==> src/pkg/adcc_pkg.sv <==
package adcc_pkg;
   // register location and reset value
   localparam logic [7:0] CTRL_ADDR = 8'hD8;
   localparam logic [7:0] CTRL_RESET = 8'h00;
   // field positions inside the control register
   localparam int FLAG_BIT = 7;
   localparam int DMA_BIT = 6;
   localparam int CONT_BIT = 5;
   localparam int SINGLE_BIT = 4;
   localparam int CS_LSB = 0;
   localparam int CS_W = 4;
   // channel codes
   localparam logic [3:0] CH_TEMP = 4'h8;
   localparam logic [3:0] CH_OUT0 = 4'h9;
   localparam logic [3:0] CH_OUT1 = 4'hA;
   localparam logic [3:0] CH_AGND = 4'hB;
   localparam logic [3:0] CH_REF = 4'hC;
   localparam logic [3:0] CH_STOP = 4'hF;
   // result path
   localparam int RES_W = 12;
   localparam int FIFO_W = 16;
   localparam int FIFO_D = 16;
   // sequencer states
   typedef enum logic [1:0] {
      ST_IDLE = 2'b00,
      ST_FETCH = 2'b01,
      ST_START = 2'b10,
      ST_WAIT = 2'b11
   } adcc_state_t;
endpackage : adcc_pkg

==> src/rtl/adcc_ctrl.sv <==
// How it works
// - non-DMA conversion end or DMA stop code sets done flag bit 7
// - interrupt vectoring clears the done flag
// - writing bit 6 enables DMA capture
// - DMA bit self-clears when capture finishes
// - DMA bit stops strobe until capture starts
// - bit 5 restarts conversions back to back
// - bit 4 starts one conversion, self-clears
// - non-DMA conversions use channel bits 3:0
// - DMA conversions take channel from memory
// - register at D8, resets zero, bit addressable
// - channel codes decode; all ones ends DMA
`timescale 1ns/1ns
`default_nettype none
module adcc_ctrl (
   // clock and reset
   input wire logic clk,
   input wire logic reset,
   // register bus
   input wire logic [7:0] sfr_addr,
   input wire logic sfr_wr,
   input wire logic [7:0] sfr_wdata,
   input wire logic sfr_rd,
   output logic [7:0] sfr_rdata_q,
   input wire logic [7:0] bit_addr,
   input wire logic bit_wr,
   input wire logic bit_wdata,
   // interrupt vector taken
   input wire logic int_ack,
   output logic conversion_done_flag_q,
   // converter core
   output logic conv_start_q,
   output logic [3:0] conv_channel_q,
   output logic conv_aux_q,
   input wire logic conv_done,
   input wire logic [11:0] conv_result,
   // channel ids from memory
   input wire logic dma_ch_valid,
   input wire logic [3:0] dma_ch_id,
   output logic dma_ch_ready_q,
   // address latch strobe gate
   output logic ale_enable_q,
   // results out
   input wire logic result_ready,
   output logic result_valid,
   output logic [15:0] result_data
);
   localparam int FB = adcc_pkg::FLAG_BIT;
   localparam int DB = adcc_pkg::DMA_BIT;
   localparam int CB = adcc_pkg::CONT_BIT;
   localparam int SB = adcc_pkg::SINGLE_BIT;

   // all ones marks end of a capture list
   function automatic logic is_stop(input logic [3:0] id);
      is_stop = (id == adcc_pkg::CH_STOP);
   endfunction : is_stop

   // codes eight to twelve route internal sources
   function automatic logic is_aux(input logic [3:0] id);
      is_aux = (id >= adcc_pkg::CH_TEMP) && (id <= adcc_pkg::CH_REF);
   endfunction : is_aux

   logic [7:0] ctrl_q;
   logic [7:0] ctrl_d;
   adcc_pkg::adcc_state_t state_q;
   adcc_pkg::adcc_state_t state_d;
   logic dma_started_q;
   logic byte_hit;
   logic bit_hit;
   logic reg_hit;
   logic conv_end;
   logic dma_take;
   logic dma_end;
   logic start_req;
   logic fifo_in_ready;
   logic [3:0] cs_field;

   // bus decode, direct and bit addressed
   assign byte_hit = sfr_wr && (sfr_addr == adcc_pkg::CTRL_ADDR);
   assign bit_hit = bit_wr && (bit_addr[7:3] == adcc_pkg::CTRL_ADDR[7:3]);
   assign reg_hit = byte_hit || bit_hit;
   assign cs_field = ctrl_q[adcc_pkg::CS_LSB +: adcc_pkg::CS_W];

   // sequencer events
   assign conv_end = (state_q == adcc_pkg::ST_WAIT) && conv_done;
   assign dma_take = dma_ch_ready_q && dma_ch_valid;
   assign dma_end = dma_take && is_stop(dma_ch_id);
   assign start_req = ctrl_q[SB] || ctrl_q[CB];

   // control register next value, hardware set wins
   always_comb
   begin
      ctrl_d = ctrl_q;
      if (byte_hit)
         ctrl_d = sfr_wdata;
      if (bit_hit)
         ctrl_d[bit_addr[2:0]] = bit_wdata;
      if (conv_end)
         ctrl_d[SB] = 1'b0;
      if (dma_end)
         ctrl_d[DB] = 1'b0;
      if (int_ack)
         ctrl_d[FB] = 1'b0;
      if ((conv_end && !ctrl_q[DB]) || dma_end)
         ctrl_d[FB] = 1'b1;
   end

   // control register
   always_ff @(posedge clk or posedge reset)
   begin
      if (reset)
         ctrl_q <= adcc_pkg::CTRL_RESET;
      else
         ctrl_q <= ctrl_d;
   end

   // sequencer next state
   always_comb
   begin
      state_d = state_q;
      case (state_q)
         adcc_pkg::ST_IDLE:
            if (ctrl_q[DB])
               state_d = adcc_pkg::ST_FETCH;
            else if (start_req)
               state_d = adcc_pkg::ST_START;
         adcc_pkg::ST_FETCH:
            if (!ctrl_q[DB] || dma_end)
               state_d = adcc_pkg::ST_IDLE;
            else if (dma_take)
               state_d = adcc_pkg::ST_START;
         adcc_pkg::ST_START:
            if (fifo_in_ready)
               state_d = adcc_pkg::ST_WAIT;
         adcc_pkg::ST_WAIT:
            if (conv_done)
               state_d = ctrl_q[DB] ? adcc_pkg::ST_FETCH : adcc_pkg::ST_IDLE;
         default:
            state_d = adcc_pkg::ST_IDLE;
      endcase
   end

   // sequencer state
   always_ff @(posedge clk or posedge reset)
   begin
      if (reset)
         state_q <= adcc_pkg::ST_IDLE;
      else
         state_q <= state_d;
   end

   // channel latch for each conversion
   always_ff @(posedge clk or posedge reset)
   begin
      if (reset)
      begin
         conv_channel_q <= '0;
         conv_aux_q <= 1'b0;
      end
      else if (state_q == adcc_pkg::ST_IDLE && !ctrl_q[DB] && start_req)
      begin
         conv_channel_q <= cs_field;
         conv_aux_q <= is_aux(cs_field);
      end
      else if (state_q == adcc_pkg::ST_FETCH && dma_take && !dma_end)
      begin
         conv_channel_q <= dma_ch_id;
         conv_aux_q <= is_aux(dma_ch_id);
      end
   end

   // start pulse only when a result slot is free
   always_ff @(posedge clk or posedge reset)
   begin
      if (reset)
         conv_start_q <= 1'b0;
      else
         conv_start_q <= (state_q == adcc_pkg::ST_START) && fifo_in_ready;
   end

   // id request toward memory
   always_ff @(posedge clk or posedge reset)
   begin
      if (reset)
         dma_ch_ready_q <= 1'b0;
      else
         dma_ch_ready_q <= (state_d == adcc_pkg::ST_FETCH) && !dma_take;
   end

   // capture started marker and strobe gate
   always_ff @(posedge clk or posedge reset)
   begin
      if (reset)
      begin
         dma_started_q <= 1'b0;
         ale_enable_q <= 1'b1;
      end
      else
      begin
         if (!ctrl_d[DB])
            dma_started_q <= 1'b0;
         else if (dma_take)
            dma_started_q <= 1'b1;
         ale_enable_q <= !(ctrl_d[DB] && !(dma_started_q || dma_take));
      end
   end

   // register read port, unmapped reads give zero
   always_ff @(posedge clk or posedge reset)
   begin
      if (reset)
         sfr_rdata_q <= 8'h00;
      else if (sfr_rd && sfr_addr == adcc_pkg::CTRL_ADDR)
         sfr_rdata_q <= ctrl_q;
      else
         sfr_rdata_q <= 8'h00;
   end

   // flag copy for the interrupt controller
   always_ff @(posedge clk or posedge reset)
   begin
      if (reset)
         conversion_done_flag_q <= 1'b0;
      else
         conversion_done_flag_q <= ctrl_d[FB];
   end

   // result buffer, channel tag on top
   adcc_fifo #(
      .W(adcc_pkg::FIFO_W),
      .D(adcc_pkg::FIFO_D),
      .AW(4)
   ) u_fifo (
      .clk(clk),
      .reset(reset),
      .in_valid(conv_end),
      .in_data({conv_channel_q, conv_result}),
      .in_ready(fifo_in_ready),
      .out_ready(result_ready),
      .out_valid(result_valid),
      .out_data(result_data)
   );
endmodule : adcc_ctrl
`default_nettype wire

==> src/rtl/adcc_fifo.sv <==
`timescale 1ns/1ns
`default_nettype none
module adcc_fifo #(
   parameter int W = 16,
   parameter int D = 16,
   parameter int AW = 4
) (
   // clock and reset
   input wire logic clk,
   input wire logic reset,
   // fill side
   input wire logic in_valid,
   input wire logic [W-1:0] in_data,
   output logic in_ready,
   // drain side
   input wire logic out_ready,
   output logic out_valid,
   output logic [W-1:0] out_data
);
   localparam logic [AW:0] FULL = (AW+1)'(D);
   logic [W-1:0] mem_q [D];
   logic [AW-1:0] wr_ptr_q;
   logic [AW-1:0] rd_ptr_q;
   logic [AW:0] count_q;
   logic out_valid_q;
   logic [W-1:0] out_data_q;
   logic push;
   logic pop;

   // handshakes on both sides
   assign in_ready = (count_q != FULL);
   assign push = in_valid && in_ready;
   assign pop = (count_q != '0) && (!out_valid_q || out_ready);
   assign out_valid = out_valid_q;
   assign out_data = out_data_q;

   // storage, written without reset
   always_ff @(posedge clk)
   begin
      if (push)
         mem_q[wr_ptr_q] <= in_data;
   end

   // pointers and fill level
   always_ff @(posedge clk or posedge reset)
   begin
      if (reset)
      begin
         wr_ptr_q <= '0;
         rd_ptr_q <= '0;
         count_q <= '0;
      end
      else
      begin
         if (push)
            wr_ptr_q <= wr_ptr_q + 1'b1;
         if (pop)
            rd_ptr_q <= rd_ptr_q + 1'b1;
         if (push && !pop)
            count_q <= count_q + 1'b1;
         else if (pop && !push)
            count_q <= count_q - 1'b1;
      end
   end

   // registered read stage
   always_ff @(posedge clk or posedge reset)
   begin
      if (reset)
      begin
         out_valid_q <= 1'b0;
         out_data_q <= '0;
      end
      else if (pop)
      begin
         out_valid_q <= 1'b1;
         out_data_q <= mem_q[rd_ptr_q];
      end
      else if (out_ready)
         out_valid_q <= 1'b0;
   end
endmodule : adcc_fifo
`default_nettype wire

==> config.mk <==
export PLATFORM = sky130hd
export DESIGN_NAME = adcc_ctrl
export DESIGN_NICKNAME = d
export VERILOG_FILES = /design/src/pkg/adcc_pkg.sv /design/src/rtl/adcc_ctrl.sv /design/src/rtl/adcc_fifo.sv
export SDC_FILE = /design/constraint.sdc
export NUM_CORES = 1
export LEC_CHECK = 0
export ABC_AREA = 1
export CORE_MARGIN = 2
export CORE_UTILIZATION = 67
export CTS_CLUSTER_DIAMETER = 60
export CTS_CLUSTER_SIZE = 24
export DETAILED_ROUTE_END_ITERATION = 10
export DONT_BUFFER_PORTS = 1
export PLACE_DENSITY = 0.92
export SLEW_MARGIN = 25
export SYNTH_ARGS = -nofsm -noshare
export SYNTH_HDL_FRONTEND = slang
export SYNTH_SLANG_ARGS = --single-unit
==> constraint.sdc <==
create_clock -name clk -period 6.85 [get_ports clk]
set_clock_uncertainty 0.1 [all_clocks]
set_input_delay 0.3425 -clock clk [delete_from_list [all_inputs] [get_ports clk]]
set_output_delay 0.3425 -clock clk [all_outputs]
set_load 0.02 [all_outputs]
==> run metrics <==
status=finished clean; minimum clock period after layout=3480 ps; CTS Hold Bufs=33; GP Congestion=0.794; pin count of the biggest net entering global routing=88; Final Setup Violations=0; die area=0.0216 mm^2; CTS tree=yes; dominant cell by count in the synthesized netlist=nand2_1; Area Growth Syn to Fin=8.31%; Synth Area in XOR/XNOR=less than 1%; Sum Neg Setup Slack=0 ps; Finished Layout Cells=between 1500 and 2000; top cells by area, synth=edfxtp_1, nand2_1, dfrtp_1; Post-synth EDFFs=256; max incr delay on CP=880 ps; CP most frequent cell=nand2_1; Cell variety after synth=29; DR pass1 iterations=5; cells after synthesis=1389; area of the multi-input gates=0.00349 mm^2; Fmax achieved=0.287 GHz; Post-synth top cells=nand2_1, edfxtp_1, inv_1, nand3_1; Yosys top cell by area=edfxtp_1; port bufs=0; max-slew violation count=0; Syn Nets=1449; total area of sequential cells=0.00912 mm^2; maxcap violations=0; final net count=1456; FF+latch count, synth=about 310; htree depth=1; Mean Syn Cell Area=9.87 um^2; GRT Total Usage=32.6%; Synth Area in Adders=less than 1%; sequential fraction of the synthesis area=around two thirds; required time worst endpoint=7190 ps; synth warn=0; hold crit path type=in -> reg; CP startpoint=u_fifo.rd_ptr_q[0]$_DFFE_PP0P_; core footprint=0.0202 mm^2; static leakage=6.55 nW; Max transition margin=between 20% and 30%; top cell type's share of synthesized area=56.0%; first-pass GRT wire length=approximately 54000 um; WL final=34900 um; ANT nets after route=0; Worst-path clk slew=90 ps; DR iter-0 viols=1336; clock latency on the worst-skew pair=520 ps; slowest CP cell=dfrtp_4; routed vias/inst=6.04; Peak VDD IR=~0.23 mV; post-CTS setup buffer count=0; Worst setup EP type=register; # IOs=84; initial cell density of the core=68.0%; DP Cell Count=1613; mux share of post-synthesis cell area=0%; crit path DAT=3820 ps; setup ws final=3370 ps; kind of critical path=reg -> reg; Post-synth ARST share=18.2%; grt ovf=0; RSZ-0062 raised after global routing=false; Critical Path Fanout Max=87; endpoints failing hold=0; initial antenna violation count=1; worst slew pin tran=about 1100 ps; Simple-Gate Fraction of Synth Area=22.0%; vias in the first global route=slightly below 10000; Sink Count=313; Die W=147 um; CTS resizes=0; total CTS buffers=18; Tcrit/Tclk final=50.8%; Fill cells=1177; synthesized area=0.0137 mm^2; layout cells sized above 1=4.62%; drc violations=0; Critical R2R Launch=u_fifo.rd_ptr_q[0]$_DFFE_PP0P_; main combinational cell family by area after synthesis=simple AND/OR/NAND/NOR gates; Core Rows=52; Clock Root Buffer=clkbuf_16; Synth Flop Type=edfxtp_1; DP HPWL=19600 um; total number of vias=10100; CP cell instances=clkinv_2 > buf_4 > nand2_1 > nand3_1 > nand3_1 > nand3_1 > nand2_1 > nand2_1 > nand2_1; Avg WL per Cell=20.8 um; worst hold start=sfr_wr; clk buf depth=3; P per Cell Area=about 380 mW/mm^2; startpoint types=register; pre-CTS worst setup slack=3640 ps; Die Y=147 um; Synth Area in Compound Gates=1.20%
-- final timing paths --
kind	cells past startpoint	slack, ps	endpoint
max	9	3370	u_fifo.out_data[2]$_DFFE_PP0P_
min	4	20	ale_enable_q$_DFF_PP1_
max reg2reg	9	3370	u_fifo.out_data[2]$_DFFE_PP0P_
min reg2reg	2	410	ale_enable_q$_DFF_PP1_
max in group asynchronous	3	5560	u_fifo.rd_ptr_q[0]$_DFFE_PP0P_
min in group asynchronous	3	460	u_fifo.out_data[13]$_DFFE_PP0P_
-- logic make-up (layout without fill, tap and decap cells) --
family	after synthesis	in the layout
AOI/OAI and AO/OA	29	29
xor gates and xnor gates	9	9
adders and majority gates	10	10
buffers and inverters	302	321
DFF	313	313
other	0	1
and+or+nand+nor	726	726
-- flip-flops by register name, summed over array words and instances (netlist names) --
| name | flops |
|---|---|
| u_fifo.mem_q | 256 |
| conv_start_q | 1 |
| u_fifo.count_q | 5 |
| sfr_rdata_q | 8 |
| ctrl_q | 7 |
| u_fifo.wr_ptr_q | 4 |
| u_fifo.rd_ptr_q | 4 |
| conversion_done_flag_q | 1 |
| u_fifo.out_valid | 1 |
| state_q | 2 |
| dma_ch_ready_q | 1 |
| conv_aux_q | 1 |
| dma_started_q | 1 |
| u_fifo.out_data | 16 |
| conv_channel_q | 4 |
| ale_enable_q | 1 |
-- report_power, final --
part / internal, mW / leakage (nW) / total [mW] / switching (mW)
Clock: 0.542 / 0.273 / 1.16 / 0.617
Combinational: 0.525 / 3.28 / 1.77 / 1.25
Sequential: 2.28 / 3.00 / 2.66 / 0.382
Total: 3.34 / 6.55 / 5.59 / 2.25
-- per-layer routing --
| metal | vias up | wire length [um] | track usage [%] |
|---|---|---|---|
| li1 | 4445 | - | - |
| met1 | 4659 | 11500 | 40.9 |
| met2 | 856 | 17000 | 53.2 |
| met3 | 184 | 4560 | 7.89 |
| met4 | 0 | 1890 | 17.0 |
| met5 | - | 0 | 0 |
-- layout make-up --
cell class / count / share of cell area (%)
inverter: 244 / 6.17
timing repair buffer: 45 / 2.83
sequential: 313 / 61.4
tap: 270 / 2.27
clock buffer: 27 / 3.47
clock inverter: 5 / 0.371
antenna: 1 / 0.0168
multi-input combinational: 774 / 23.5
-- per-stage QoR --
stage                     utilization, %  hold WS (ps)  total power, mW  cell area (um^2)
after floorplan                        -           341             3.83             13700
after global placement              68.9           343             4.20             13900
after detailed placement            69.2           342             4.33             13900
after CTS                           73.6          2.86             5.52             14800
after global routing                73.7          44.9             5.83             14900
final                               73.7          18.1             5.59             14900
-- worst max-delay path, delay by kind of cell, from the launching register on --
| kind | cells | cell delay [ps] |
|---|---|---|
| buf+inv | 2 | 1400 |
| flops | 1 | 880 |
| simple gates | 7 | 940 |
-- placed cells by master (no fill, tap or decap), drive strengths merged, types with 2 or more instances in the layout --
master       instances
inv                244
nand4                8
xor2                 8
nand2              451
nor2                57
a21oi               10
edfxtp             256
buf                 12
dfrtp               56
clkinv               4
o211ai               3
nand3              208
dlygate4sd3         33
nor3                 2
clkbuf              27
ha                   9
o21ai               12
Note: power is estimated with default switching activity, not from simulation.
